===== src/pkg/ssm_pkg.sv =====
package ssm_pkg;
   localparam int unsigned CLK_HZ = 40_000_000;
   localparam int unsigned MS_NS = 1_000_000;
   localparam int unsigned CLK_NS = 25;
   localparam int unsigned MS_CYCLES = MS_NS / CLK_NS;
   localparam logic [7:0] ADDR_CTRL = 8'h00;
   localparam logic [7:0] ADDR_CFG = 8'h04;
   localparam logic [7:0] ADDR_DECEL = 8'h08;
   localparam logic [7:0] ADDR_TLIM = 8'h0c;
   localparam logic [7:0] ADDR_STATUS = 8'h10;
   localparam logic [7:0] ADDR_IRQ_STAT = 8'h14;
   localparam logic [7:0] ADDR_IRQ_MASK = 8'h18;
   localparam logic [7:0] ADDR_SPEED = 8'h1c;
   localparam int CTRL_QSTOP = 0;
   localparam int CTRL_ESTOP_ALLOC = 1;
   localparam int CTRL_REBOOT = 2;
   localparam int CFG_SRC = 0;
   localparam int CFG_FAULT_LSB = 4;
   localparam int CFG_OT_LSB = 8;
   localparam int CFG_MODE_LSB = 12;
   localparam logic [15:0] DECEL_RESET = 16'h03e8;
   localparam logic [8:0] TLIM_RESET = 9'h12c;
   localparam logic [8:0] TLIM_MAX = 9'h15e;
   localparam logic [2:0] MODE_MAX = 3'h6;
   localparam logic [1:0] OT_MAX = 2'h3;
   localparam logic [1:0] FAULT_MAX = 2'h2;
   localparam logic [15:0] RPM_STEP = 16'h03e8;
   localparam int IRQ_ESTOP = 0;
   localparam int IRQ_STOPPED = 1;
   localparam int IRQ_QSTOP_REFUSED = 2;
   typedef enum logic [2:0] {
      SSM_RUN = 3'b000,
      SSM_STOPPING = 3'b001,
      SSM_HELD = 3'b011,
      SSM_FORCED = 3'b010,
      SSM_READY = 3'b110
   } ssm_state_type;
   typedef enum logic [1:0] {
      SSM_POST_COAST = 2'h0,
      SSM_POST_BRAKE = 2'h1,
      SSM_POST_CLAMP = 2'h2,
      SSM_POST_RUN = 2'h3
   } ssm_post_type;
endpackage : ssm_pkg


===== src/pkg/ssm_ramp_if.sv =====
`timescale 1ns/100ps
`default_nettype none
interface ssm_ramp_if;
   logic start;
   logic [15:0] speed_in;
   logic [15:0] decel_ms;
   logic [15:0] speed;
   logic done;
   modport ctrl (output start, output speed_in, output decel_ms, input speed, input done);
   modport ramp (input start, input speed_in, input decel_ms, output speed, output done);
endinterface : ssm_ramp_if
`default_nettype wire


===== src/rtl/ssm_ramp.sv =====
`timescale 1ns/100ps
`default_nettype none
module ssm_ramp (
   input wire logic sys_clk_in,
   input wire logic rst_in,
   ssm_ramp_if.ramp rif
);
   logic [15:0] ms_cnt;
   logic [15:0] next_ms_cnt;
   logic [31:0] acc;
   logic [31:0] next_acc;
   logic [15:0] speed;
   logic [15:0] next_speed;
   logic [31:0] step;
   always_comb begin
      next_ms_cnt = ms_cnt;
      next_acc = acc;
      next_speed = speed;
      step = 32'(rif.decel_ms);
      if (rif.start) begin
         next_speed = rif.speed_in;
         next_ms_cnt = 16'h0000;
         next_acc = 32'h0000_0000;
      end else if (speed != 16'h0000) begin
         // one ms tick; decel 0 stops at once, else slope 1000 rpm per decel time, but never more than 1 rpm per ms, so slower when decel is below 1000
         if (ms_cnt == 16'(ssm_pkg::MS_CYCLES - 1)) begin
            next_ms_cnt = 16'h0000;
            if (step == 32'h0000_0000) begin
               next_speed = 16'h0000;
            end else begin
               next_acc = acc + 32'(ssm_pkg::RPM_STEP);
               if (next_acc >= step) begin
                  next_acc = next_acc - step;
                  next_speed = speed - 16'h0001;
               end
            end
         end else begin
            next_ms_cnt = ms_cnt + 16'h0001;
         end
      end
   end
   always_ff @(posedge sys_clk_in or posedge rst_in) begin
      if (rst_in) begin
         ms_cnt <= 16'h0000;
         acc <= 32'h0000_0000;
         speed <= 16'h0000;
      end else begin
         ms_cnt <= next_ms_cnt;
         acc <= next_acc;
         speed <= next_speed;
      end
   end
   assign rif.speed = speed;
   assign rif.done = (speed == 16'h0000);
endmodule : ssm_ramp
`default_nettype wire


===== src/rtl/ssm_top.sv =====
`timescale 1ns/100ps
`default_nettype none
module ssm_top (
   input wire logic sys_clk_in,
   input wire logic rst_in,
   input wire logic [7:0] addr_in,
   input wire logic [31:0] wdata_in,
   input wire logic wr_in,
   input wire logic rd_in,
   output logic [31:0] rdata_out,
   output logic irq_out,
   input wire logic estop_in,
   input wire logic enable_op_in,
   input wire logic disable_op_in,
   input wire logic fault_in,
   input wire logic safe_state_in,
   input wire logic overtravel_in,
   input wire logic alarm_is_warning_in,
   output logic forced_stop_out,
   output logic drive_enable_out,
   output logic dynamic_brake_out,
   output logic zero_speed_ref_out,
   output logic zero_clamp_out,
   output logic [8:0] torque_limit_out,
   output logic [15:0] speed_ref_out,
   output logic [2:0] quick_stop_code_out
);
   ssm_ramp_if rif ();
   ssm_ramp u_ramp (.sys_clk_in(sys_clk_in), .rst_in(rst_in), .rif(rif));

   logic [2:0] ctrl, next_ctrl;
   logic [15:0] cfg, next_cfg;
   logic [15:0] decel, next_decel;
   logic [8:0] tlim, next_tlim;
   logic [15:0] speed, next_speed;
   logic [2:0] irq_stat, next_irq_stat;
   logic [2:0] irq_mask, next_irq_mask;
   logic src_sel, next_src_sel;
   logic [1:0] fault_m, next_fault_m;
   logic [1:0] ot_m, next_ot_m;
   logic [31:0] rdata, next_rdata;
   ssm_pkg::ssm_state_type state, next_state;
   ssm_pkg::ssm_post_type post, next_post;
   logic rev_brake, next_rev_brake;
   logic db_active, next_db_active;
   logic start;
   logic [2:0] mode_code;
   logic estop_alloc, estop_req, qstop_req, stop_req, ev_estop, ev_stop;

   // register file
   always_comb begin
      next_ctrl = ctrl;
      next_cfg = cfg;
      next_decel = decel;
      next_tlim = tlim;
      next_speed = speed;
      next_irq_mask = irq_mask;
      next_rdata = 32'h0000_0000;
      next_src_sel = src_sel;
      next_fault_m = fault_m;
      next_ot_m = ot_m;
      next_irq_stat = irq_stat;
      if (wr_in) begin
         if (addr_in == ssm_pkg::ADDR_CTRL) begin
            next_ctrl = wdata_in[2:0];
         end else if (addr_in == ssm_pkg::ADDR_CFG) begin
            next_cfg = wdata_in[15:0];
            if (wdata_in[ssm_pkg::CFG_MODE_LSB +: 3] > ssm_pkg::MODE_MAX) begin
               next_cfg[ssm_pkg::CFG_MODE_LSB +: 3] = cfg[ssm_pkg::CFG_MODE_LSB +: 3];
            end
            if (wdata_in[ssm_pkg::CFG_FAULT_LSB +: 2] > ssm_pkg::FAULT_MAX) begin
               next_cfg[ssm_pkg::CFG_FAULT_LSB +: 2] = cfg[ssm_pkg::CFG_FAULT_LSB +: 2];
            end
         end else if (addr_in == ssm_pkg::ADDR_DECEL) begin
            next_decel = wdata_in[15:0];
         end else if (addr_in == ssm_pkg::ADDR_TLIM) begin
            if (wdata_in[8:0] <= ssm_pkg::TLIM_MAX && wdata_in[31:9] == 23'h0) begin
               next_tlim = wdata_in[8:0];
            end
         end else if (addr_in == ssm_pkg::ADDR_IRQ_STAT) begin
            next_irq_stat = irq_stat & ~wdata_in[2:0];
         end else if (addr_in == ssm_pkg::ADDR_IRQ_MASK) begin
            next_irq_mask = wdata_in[2:0];
         end else if (addr_in == ssm_pkg::ADDR_SPEED) begin
            next_speed = wdata_in[15:0];
         end
      end
      // set wins over clear
      next_irq_stat = next_irq_stat | {qstop_req & estop_alloc, ev_stop, ev_estop};
      if (ctrl[ssm_pkg::CTRL_REBOOT]) begin
         next_src_sel = cfg[ssm_pkg::CFG_SRC];
         next_fault_m = cfg[ssm_pkg::CFG_FAULT_LSB +: 2];
         next_ot_m = cfg[ssm_pkg::CFG_OT_LSB +: 2];
         next_ctrl[ssm_pkg::CTRL_REBOOT] = 1'b0;
      end
      if (rd_in) begin
         if (addr_in == ssm_pkg::ADDR_CTRL) begin
            next_rdata = {29'h0, ctrl};
         end else if (addr_in == ssm_pkg::ADDR_CFG) begin
            next_rdata = {16'h0, cfg};
         end else if (addr_in == ssm_pkg::ADDR_DECEL) begin
            next_rdata = {16'h0, decel};
         end else if (addr_in == ssm_pkg::ADDR_TLIM) begin
            next_rdata = {23'h0, tlim};
         end else if (addr_in == ssm_pkg::ADDR_STATUS) begin
            next_rdata = {rif.speed, 10'h000, post, 1'b0, state};
         end else if (addr_in == ssm_pkg::ADDR_IRQ_STAT) begin
            next_rdata = {29'h0, irq_stat};
         end else if (addr_in == ssm_pkg::ADDR_IRQ_MASK) begin
            next_rdata = {29'h0, irq_mask};
         end else if (addr_in == ssm_pkg::ADDR_SPEED) begin
            next_rdata = {16'h0, speed};
         end
      end
   end

   always_comb begin
      estop_alloc = ctrl[ssm_pkg::CTRL_ESTOP_ALLOC];
      estop_req = estop_alloc & ~estop_in;
      qstop_req = ctrl[ssm_pkg::CTRL_QSTOP];
      case (cfg[ssm_pkg::CFG_MODE_LSB +: 3])
         3'h0: mode_code = 3'h0;
         3'h1: mode_code = 3'h1;
         3'h2: mode_code = 3'h2;
         3'h5: mode_code = 3'h5;
         3'h6: mode_code = 3'h6;
         default: mode_code = 3'h0;
      endcase
      // quick stop refused while the forced stop owns stopping
      stop_req = (fault_in & ~alarm_is_warning_in) | safe_state_in | overtravel_in
         | (qstop_req & ~estop_alloc);
   end

   // stop sequencer
   always_comb begin
      next_state = state;
      next_post = post;
      next_rev_brake = rev_brake;
      next_db_active = db_active;
      start = 1'b0;
      ev_estop = 1'b0;
      ev_stop = 1'b0;
      case (state)
         ssm_pkg::SSM_RUN: begin
            if (estop_req) begin
               next_state = ssm_pkg::SSM_FORCED;
               start = 1'b1;
               ev_estop = 1'b1;
               next_rev_brake = 1'b0;
               next_db_active = 1'b0;
               next_post = ssm_pkg::SSM_POST_COAST;
            end else if (stop_req) begin
               next_state = ssm_pkg::SSM_STOPPING;
               start = 1'b1;
               if (overtravel_in) begin
                  next_rev_brake = ot_m[1];
                  next_db_active = ~ot_m[1];
                  case (ot_m)
                     2'h1: next_post = ssm_pkg::SSM_POST_BRAKE;
                     2'h2: next_post = ssm_pkg::SSM_POST_CLAMP;
                     default: next_post = ssm_pkg::SSM_POST_COAST;
                  endcase
               end else begin
                  next_rev_brake = 1'b0;
                  next_db_active = (fault_m != 2'h2);
                  next_post = (fault_m == 2'h1) ? ssm_pkg::SSM_POST_BRAKE
                     : ssm_pkg::SSM_POST_COAST;
               end
            end
         end
         ssm_pkg::SSM_STOPPING: begin
            if (estop_req) begin
               next_state = ssm_pkg::SSM_FORCED;
               ev_estop = 1'b1;
               // drop reverse brake and braking so no stale mode outlives the stop
               next_rev_brake = 1'b0;
               next_db_active = 1'b0;
               next_post = ssm_pkg::SSM_POST_COAST;
            end else if (rif.done) begin
               next_state = ssm_pkg::SSM_HELD;
               next_rev_brake = 1'b0;
               next_db_active = 1'b0;
               ev_stop = 1'b1;
            end
         end
         ssm_pkg::SSM_HELD: begin
            if (estop_req) begin
               next_state = ssm_pkg::SSM_FORCED;
               ev_estop = 1'b1;
               next_post = ssm_pkg::SSM_POST_COAST;
            end else if (!stop_req && disable_op_in) begin
               next_state = ssm_pkg::SSM_READY;
            end
         end
         ssm_pkg::SSM_FORCED: begin
            // stays forced even once the input returns high
            if (disable_op_in && !estop_req) begin
               next_state = ssm_pkg::SSM_READY;
               next_post = ssm_pkg::SSM_POST_COAST;
            end
         end
         ssm_pkg::SSM_READY: begin
            if (estop_req) begin
               next_state = ssm_pkg::SSM_FORCED;
               ev_estop = 1'b1;
            end else if (enable_op_in && !stop_req) begin
               next_state = ssm_pkg::SSM_RUN;
               next_post = ssm_pkg::SSM_POST_RUN;
            end
         end
         default: next_state = ssm_pkg::SSM_READY;
      endcase
   end

   always_ff @(posedge sys_clk_in or posedge rst_in) begin
      if (rst_in) begin
         ctrl <= 3'h0;
         cfg <= 16'h0000;
         decel <= ssm_pkg::DECEL_RESET;
         tlim <= ssm_pkg::TLIM_RESET;
         speed <= 16'h0000;
         irq_stat <= 3'h0;
         irq_mask <= 3'h0;
         src_sel <= 1'b0;
         fault_m <= 2'h0;
         ot_m <= 2'h0;
         rdata <= 32'h0000_0000;
         state <= ssm_pkg::SSM_READY;
         post <= ssm_pkg::SSM_POST_COAST;
         rev_brake <= 1'b0;
         db_active <= 1'b0;
      end else begin
         ctrl <= next_ctrl;
         cfg <= next_cfg;
         decel <= next_decel;
         tlim <= next_tlim;
         speed <= next_speed;
         irq_stat <= next_irq_stat;
         irq_mask <= next_irq_mask;
         src_sel <= next_src_sel;
         fault_m <= next_fault_m;
         ot_m <= next_ot_m;
         rdata <= next_rdata;
         state <= next_state;
         post <= next_post;
         rev_brake <= next_rev_brake;
         db_active <= next_db_active;
      end
   end

   assign rif.start = start;
   assign rif.speed_in = speed;
   // bus objects ramp is external when source is 0
   assign rif.decel_ms = src_sel ? decel : 16'h0000;
   assign rdata_out = rdata;
   assign irq_out = |(irq_stat & irq_mask);
   assign forced_stop_out = (state == ssm_pkg::SSM_FORCED);
   assign drive_enable_out = (state == ssm_pkg::SSM_RUN) | (state == ssm_pkg::SSM_STOPPING
      & rev_brake) | (state == ssm_pkg::SSM_HELD & post == ssm_pkg::SSM_POST_CLAMP);
   assign dynamic_brake_out = (state == ssm_pkg::SSM_STOPPING & db_active)
      | (state == ssm_pkg::SSM_HELD & post == ssm_pkg::SSM_POST_BRAKE);
   assign zero_speed_ref_out = rev_brake;
   assign zero_clamp_out = (state == ssm_pkg::SSM_HELD) & (post == ssm_pkg::SSM_POST_CLAMP);
   assign torque_limit_out = tlim;
   assign speed_ref_out = rev_brake ? 16'h0000 : rif.speed;
   assign quick_stop_code_out = src_sel ? mode_code : 3'h0;

   forced_hold_a: assert property (@(posedge sys_clk_in) disable iff (rst_in)
      state == ssm_pkg::SSM_FORCED && !disable_op_in |=> state == ssm_pkg::SSM_FORCED)
      else $error("forced stop left without disable");
   estop_enter_a: assert property (@(posedge sys_clk_in) disable iff (rst_in)
      estop_alloc && !estop_in && state == ssm_pkg::SSM_RUN |=> forced_stop_out)
      else $error("forced stop not entered");
   ready_first_a: assert property (@(posedge sys_clk_in) disable iff (rst_in)
      $past(state) == ssm_pkg::SSM_FORCED |-> state != ssm_pkg::SSM_RUN)
      else $error("run directly from forced stop");
   status_flag_a: assert property (@(posedge sys_clk_in) disable iff (rst_in)
      $rose(forced_stop_out) |-> $past(estop_req))
      else $error("forced flag without cause");
   rev_zero_a: assert property (@(posedge sys_clk_in) disable iff (rst_in)
      zero_speed_ref_out |-> state == ssm_pkg::SSM_STOPPING && speed_ref_out == 16'h0000)
      else $error("speed ref not zero in reverse brake");
   tlim_range_a: assert property (@(posedge sys_clk_in) disable iff (rst_in)
      torque_limit_out <= ssm_pkg::TLIM_MAX)
      else $error("torque limit out of range");
   clamp_drive_a: assert property (@(posedge sys_clk_in) disable iff (rst_in)
      zero_clamp_out |-> drive_enable_out && !dynamic_brake_out)
      else $error("clamp without position loop");
   qstop_block_a: assert property (@(posedge sys_clk_in) disable iff (rst_in)
      state == ssm_pkg::SSM_RUN && estop_alloc && estop_in && qstop_req && !fault_in
      && !safe_state_in && !overtravel_in |=> state == ssm_pkg::SSM_RUN)
      else $error("quick stop honoured while allocated");
   warn_run_a: assert property (@(posedge sys_clk_in) disable iff (rst_in)
      state == ssm_pkg::SSM_RUN && !estop_req && fault_in && alarm_is_warning_in
      && !safe_state_in && !overtravel_in && !qstop_req |=> state == ssm_pkg::SSM_RUN)
      else $error("warning alarm stopped motor");
endmodule : ssm_top
`default_nettype wire


===== config.mk =====
export PLATFORM = sky130hd
export DESIGN_NAME = ssm_top
export DESIGN_NICKNAME = d
export VERILOG_FILES = /design/src/pkg/ssm_pkg.sv /design/src/pkg/ssm_ramp_if.sv /design/src/rtl/ssm_ramp.sv /design/src/rtl/ssm_top.sv
export SDC_FILE = /design/constraint.sdc
export NUM_CORES = 1
export LEC_CHECK = 0
export BUFFER_PORTS_ARGS = -buffer_cell sky130_fd_sc_hd__buf_2
export CORE_MARGIN = 2
export CORE_UTILIZATION = 41
export DETAILED_ROUTE_END_ITERATION = 8
export GPL_TIMING_DRIVEN = 0
export PLACE_DENSITY_LB_ADDON = 0.15
export RECOVER_POWER = 50
export SLEW_MARGIN = 5
export SYNTH_ARGS = -nofsm -noshare
export SYNTH_HDL_FRONTEND = slang
export SYNTH_SLANG_ARGS = --single-unit

===== constraint.sdc =====
create_clock -name sys_clk_in -period 5.4 [get_ports sys_clk_in]
set_input_delay 1.08 -clock sys_clk_in [delete_from_list [all_inputs] [get_ports sys_clk_in]]
set_output_delay 1.08 -clock sys_clk_in [all_outputs]
set_load 0.01 [all_outputs]

# [Word-level counts from Yosys, hierarchy flattened]
# Index checks and enable logic that the tools add are counted.
# Widths: inputs -> output; s select.
[op_classes] addsub=4 mul=0 div=0 n_lt_le_gt_ge=4 n_eq_ne=31 shifts=0 n_mux=73 bitwise_logic=30 n_reduce_logical=36
[op_table] cell="$mux 32" count=11
[op_table] cell="$mux 16" count=13
[op_table] cell="$mux 3" count=18
[op_table] cell="$add 32x10->32 const B" count=1
[op_table] cell="$eq 8x5->1 const B" count=4
[op_table] cell="$ge 32x16->1" count=1
[op_table] cell="$logic_not 16->1" count=2
[op_table] cell="$sub 32x16->32" count=1
[op_table] cell="$logic_not 23->1" count=1
[op_table] cell="$mux 1" count=18
[op_table] cell="$add 16x1->16 const B" count=1
[op_table] cell="$eq 16x16->1 const B" count=1
[op_table] cell="$eq 8x4->1 const B" count=2
[op_table] cell="$reduce_bool 16->1" count=1
[op_table] cell="$sub 16x1->16 const B" count=1
[op_table] cell="$pmux 3 s5" count=1
[op_table] cell="$mux 2" count=7
[op_table] cell="$ne 3x3->1 const B" count=4
[op_table] cell="$not 1->1" count=12
[op_table] cell="$pmux 3 s4" count=1
[op_table] cell="$reduce_and 3->1" count=4
[op_table] cell="$reduce_and 4->1" count=3
[op_table] cell="$reduce_and 6->1" count=2
[op_table] cell="$reduce_bool 2->1" count=5
[op_table] cell="other kinds (32)" count=63
[word_totals] ff_bits=174 latch_bits=0 mem_bits_rw=0 rom_bits=0 inputBits=51 output_inout_bits=66 wordCells=199 memories=0

# [Longest topological paths before layout]
[logic_depth] ltp_word=10 depth_mapped=21 depth_no_buf=17

# [Cells and area by module]
# A second synthesis with hierarchy kept.
[unflattened] hier_cells=1153 area_unflattened_um2=10596.4
[by_module_without_submodules] mod="ssm_top" instances=1 cells_per_inst=491 area_per_inst_um2=5407.7 seq_area_each_um2=2767.7
[by_module_without_submodules] mod="ssm_ramp" instances=1 cells_per_inst=662 area_per_inst_um2=5188.7 seq_area_each_um2=1601.5

# [Least setup slack after synthesis]
# OpenSTA, ideal clock, no wires.
[synth_timing] path_type="flip-flop to flip-flop" start="register u_ramp.acc[6]" end="register u_ramp.acc[29]" setup_time_ps=74 arrival_time_ps=4336 required_time_ps=5326 path_slack_ps=990 stages_incl_launch_ff=18 path_buffers=2 synth_period_minus_slack_ps=4410 cell_sequence="dfrtp_1 -> or3_4 -> or4_4 -> clkbuf_1 -> and3_1 -> xor2_1 -> ha_1 -> nand3_1 -> nand2_1 -> a21oi_1 -> nor2b_1 -> a31o_2 -> or3_1 -> clkbuf_2 -> or3_1 -> or4_1 -> a21o_1 -> a21oi_2"
[synth_between] elab_chain_cells=7 elab_cells_between_ends=8 cone_classes="add/sub (2); order compare (1); mux (5)"
[synth_lines] element="start, declared" line="ssm_ramp.sv:10" text="logic [31:0] acc;"
[synth_lines] element="start signal, assigned" line="ssm_ramp.sv:49" text="acc <= next_acc;"
[synth_lines] element="$add 32x10->32 *" line="ssm_ramp.sv:31" text="next_acc = acc + 32'(ssm_pkg::RPM_STEP);"
[synth_lines] element="$sub 32x16->32 / $ge 32x16->1 (equally long branches)" line="ssm_ramp.sv:33, ssm_ramp.sv:32"
[synth_lines] element="$mux 32 *" line="ssm_ramp.sv:32" text="if (next_acc >= step) begin"
[synth_lines] element="$mux 32 *" line="ssm_ramp.sv:28" text="if (step == 32'h0000_0000) begin"
[synth_lines] element="$mux 32 *" line="ssm_ramp.sv:26" text="if (ms_cnt == 16'(ssm_pkg::MS_CYCLES - 1)) begin"
[synth_lines] element="$mux 32 *" line="ssm_ramp.sv:24" text="end else if (speed != 16'h0000) begin"
[synth_lines] element="$mux 32 *" line="ssm_ramp.sv:20" text="if (rif.start) begin"
# Mark *: on every way between the ends. The rest lies on a longest branch, timed or not. The select of a mux whose other input is x is not followed.
# A chain may end at the register's enable or synchronous reset.

# [Worst setup path in the final report]
[layout_timing] start="register u_ramp.acc[5]" end="register u_ramp.acc[27]"
# Same word-level chain as after synthesis.

==> summary.md <==
| Metric | Value |
|---|---|
| Crit. End Element | `flop` |
| Largest family of logic cells by synthesized area | `simple AND/OR/NAND/NOR gates` |
| Final Cycle Share | `0.940` |
| Max-cap viol count | `2` |
| Sw Share | `0.442` |
| Via density | `5.76` |
| Worst path bufs/invs | `2` |
| Fmax | `197 MHz` |
| Worst-path clk slew | `0.07 ns` |
| CTS Buf Count | `17` |
| Pwr/cell area | `458 mW/mm²` |
| Fillers | `2403` |
| Cell area after synthesis | `0.0103 mm²` |
| Avg Cell Area, Syn | `9.29 µm²` |
| Hold WS | `0.496 ns` |
| Wirelength, routed | `30600 µm` |
| Diode count | `0` |
| Via count | `9153` |
| Core Area | `0.0249 mm²` |
| Post-CTS Setup Inserts | `0` |
| Post-synthesis mux area share | `0.0978` |
| Initial detailed-routing violation count | `781` |
| Area share of the largest cell type after synthesis | `0.393` |
| Ports | `117` |
| Global-route wire length before repair | `48900 µm` |
| Die height | `163 µm` |
| CTS H-Tree Depth | `4` |
| Core Rows | `58` |
| DRC viols | `0` |
| GP Congestion | `0.880` |
| Synthesized-area fraction occupied by xor and xnor cells | `0.0442` |
| Final core utilization | `0.478` |
| Post-Syn Instances | `1109` |
| Logic pwr share | `0.469` |
| Synth cell types | `76` |
| Die Area | `0.0264 mm²` |
| RSZ-0062 raised after global routing | `false` |
| Compound-cell area share of the yosys netlist | `0.152` |
| Final slew viol count | `76` |
| TritonCTS clock tree | `done` |
| Yosys warning count | `0` |
| Area delta synth->final | `15.5%` |
| Relative slew slack | `-0.391` |
| Root buffer cell | `clkbuf_16` |
| Sequential area share after synthesis | `0.424` |
| GRT Total Usage | `0.236` |
| Mapped Nets | `1180` |
| Worst R2R Setup Slack | `0.32 ns` |
| Internal power | `0.00304 W` |
| Final Skew | `0.0162 ns` |
| Critical path class | `flop to flop` |
| Worst Tran Pin Value | `2.09 ns` |
| Post-route insts no fill | `1590` |
| Post-Synth Simple-Gate Area | `0.228` |
| Top FF cell, synth | `dfrtp_1` |
| Largest net degree at the start of global routing | `40` |
| Area leader, netlist | `dfrtp_1` |
| Crit path max-delay cell type | `o41ai_1` |
| Final ANT Viol Nets | `0` |
| Fin crit period | `5.08 ns` |
| Cell total after placement | `1558` |
| Arrival @ worst endpoint | `5.38 ns` |
| Congestion Overflow GR | `0` |
| Port buffer count | `114` |
| Flop pwr share | `0.303` |
| Nets | `1318` |
| CP Launch Type | `flop` |
| Crit path max-delay family | `simple AND/OR/NAND/NOR gates` |
| Clock Path Buffers | `2` |
| Layout cells sized above 1 | `0.177` |
| Worst ir drop on vdd | `189 µV` |
| Clk_lat worst skew | `0.44 ns` |
| Adder-Cell Fraction of Synth Area | `0.0250` |
| Worst-path fanout max | `10` |
| Async set or reset register ratio after synthesis | `1.00` |
| Largest stage delay, worst path | `0.62 ns` |
| P_leak | `5.40 nW` |
| Hold crit path type | `flop to flop` |
| Initial antenna violation count | `2` |
| Sw power | `0.00241 W` |
| EDFF count, synth | `0` |
| Setup violators final | `0` |
| Dominant cells by area after synthesis | `dfrtp_1 39%, mux2_2 7.1%, nand2_1 4.1%` |
| Initial Utilization | `0.414` |
| Clock power share | `0.227` |
| Worst-path cell chain | `or3_4 -> or4_4 -> clkbuf_1 -> and3_1 -> xor2_1 -> ha_1 -> nand4_1 -> o41ai_1 -> a211oi_1 -> and3_1 -> buf_2 -> a2111oi_0 -> mux2i_1 -> xor2_1 -> nor2_1` |
| DP Wirelength | `22800 µm` |
| Hold Fails Final Rpt | `0` |
| # clock sinks | `174` |
| DR WL/cell | `19.3 µm` |
| First-pass DRT Iterations | `5` |
| CP required | `5.70 ns` |
| Die width | `163 µm` |
| Outcome | `complete, but fails checks` |
| Vias in the first global route | `8749` |
| TNS Setup | `0 ns` |
| Failing checks | `max-capacitance violations, max-slew violations` |
| Synth Register Bits | `174` |
[cell families (layout without fill, tap and decap cells)]
logic type,after synthesis,in the layout
compound gates,237,237
xor+xnor,52,52
fa+ha+maj,20,20
buf+inv,76,227
flops,174,174
mux,85,85
simple gates,465,465
[path summary, 6_finish.rpt]
check                                          start                          to  depth (start not counted)
setup / recovery           u_ramp.acc[5]$_DFFE_PP0P_  u_ramp.acc[27]$_DFFE_PP0P_                         15
max in group asynchronous                     rst_in         ctrl[0]$_DFFE_PP0P_                          4
hold / removal             u_ramp.acc[0]$_DFFE_PP0P_   u_ramp.acc[0]$_DFFE_PP0P_                          1
setup reg to reg           u_ramp.acc[5]$_DFFE_PP0P_  u_ramp.acc[27]$_DFFE_PP0P_                         15
min in group asynchronous                     rst_in  u_ramp.acc[13]$_DFFE_PP0P_                          2
hold reg to reg            u_ramp.acc[0]$_DFFE_PP0P_   u_ramp.acc[0]$_DFFE_PP0P_                          1
[layout by cell type (no fill, tap or decap), types with 6 or more instances in the layout]
master	netlist	layout
inv_1	17	16
a21o_1	10	10
clkbuf_16	0	17
o22ai_1	10	10
and2_1	29	29
mux2i_1	14	14
a22o_1	15	15
clkbuf_1	48	77
a222oi_1	9	9
nand4_1	23	23
and3_1	26	26
xor2_1	24	24
dfstp_2	12	12
nand2_1	113	113
nor2_1	103	103
nand3b_1	8	8
nor3_1	33	33
nor2b_1	24	24
a31oi_1	20	20
buf_2	5	92
nor4_1	16	16
a32o_1	8	8
mux4_2	6	6
nand3_1	39	39
nand2b_1	13	13
dfrtp_1	162	162
or3_1	15	15
o21ai_0	56	56
a21oi_1	59	58
ha_1	19	19
mux2_2	65	65
xnor2_1	28	28
[power by group through the flow]
stage / combinational (W) / clock, W / sequential [W]
2_1_floorplan: 0.00190 / 0 / 0.00160
3_3_place_gp: 0.00249 / 0 / 0.00167
3_5_place_dp: 0.00252 / 0 / 0.00167
4_1_cts: 0.00254 / 0.00126 / 0.00165
5_1_grt: 0.00284 / 0.00132 / 0.00168
6_report: 0.00256 / 0.00124 / 0.00165
[final cells by class]
class | instances | area (µm²) | share of cell area
Buffer | 58 | 229 | 0.0192
Clock buffer | 17 | 425 | 0.0358
Clock inverter | 15 | 168 | 0.0141
Inverter | 17 | 65.1 | 0.00547
Multi-Input combinational cell | 859 | 5650 | 0.475
Sequential cell | 174 | 4370 | 0.367
Tap cell | 330 | 413 | 0.0347
Timing Repair Buffer | 120 | 578 | 0.0486
[registers in the layout, summed over array words and instances, names as in the netlist, 9 cells and up]
signal	count
decel	16
rdata_out	32
u_ramp.ms_cnt	16
torque_limit_out	9
rif.speed_in	16
cfg	16
u_ramp.acc	32
u_ramp.rif.speed	16
[Yosys cell counts (4+ instances only)]
cell and n:
a2111oi_0 4, a21o_1 10, a21oi_1 59, a222oi_1 9
a22o_1 15, a22oi_1 5, a31oi_1 20, a32o_1 8
and2_1 29, and3_1 26, buf_1 4, buf_2 5
clkbuf_1 48, dfrtp_1 162, dfstp_2 12, ha_1 19
inv_1 17, mux2_2 65, mux2i_1 14, mux4_2 6
nand2_1 113, nand2b_1 13, nand3_1 39, nand3b_1 8
nand4_1 23, nor2_1 103, nor2b_1 24, nor3_1 33
nor4_1 16, nor4b_1 4, o21ai_0 56, o22ai_1 10
or3_1 15, xnor2_1 28, xor2_1 24
[metal layers]
layer  up-vias  share of wire  track usage  wire length [µm]
li1       4338              -            -                 -
met1      4480           0.45        0.325             13700
met2       288           0.48        0.389             14800
met3        43          0.051       0.0344              1580
met4         4          0.018       0.0656               536
met5         -        0.00088            0                27
[what timing repair did]
action	in CTS	in global routing
hold buffers	0	0
setup endpoints to repair	0	31
endpoints found under the hold margin	0	0
resized for setup	0	2
[through the flow]
stage	area (µm²)	worst slack (ns)	power [W]
floorplan	10300	0.990	0.00351
global placement	11300	0.226	0.00416
detailed placement	11400	0.256	0.00419
CTS	12000	0.224	0.00545
global route	11900	0.0750	0.00584
finish	11900	0.323	0.00545
(Power assumes the default switching activity.)
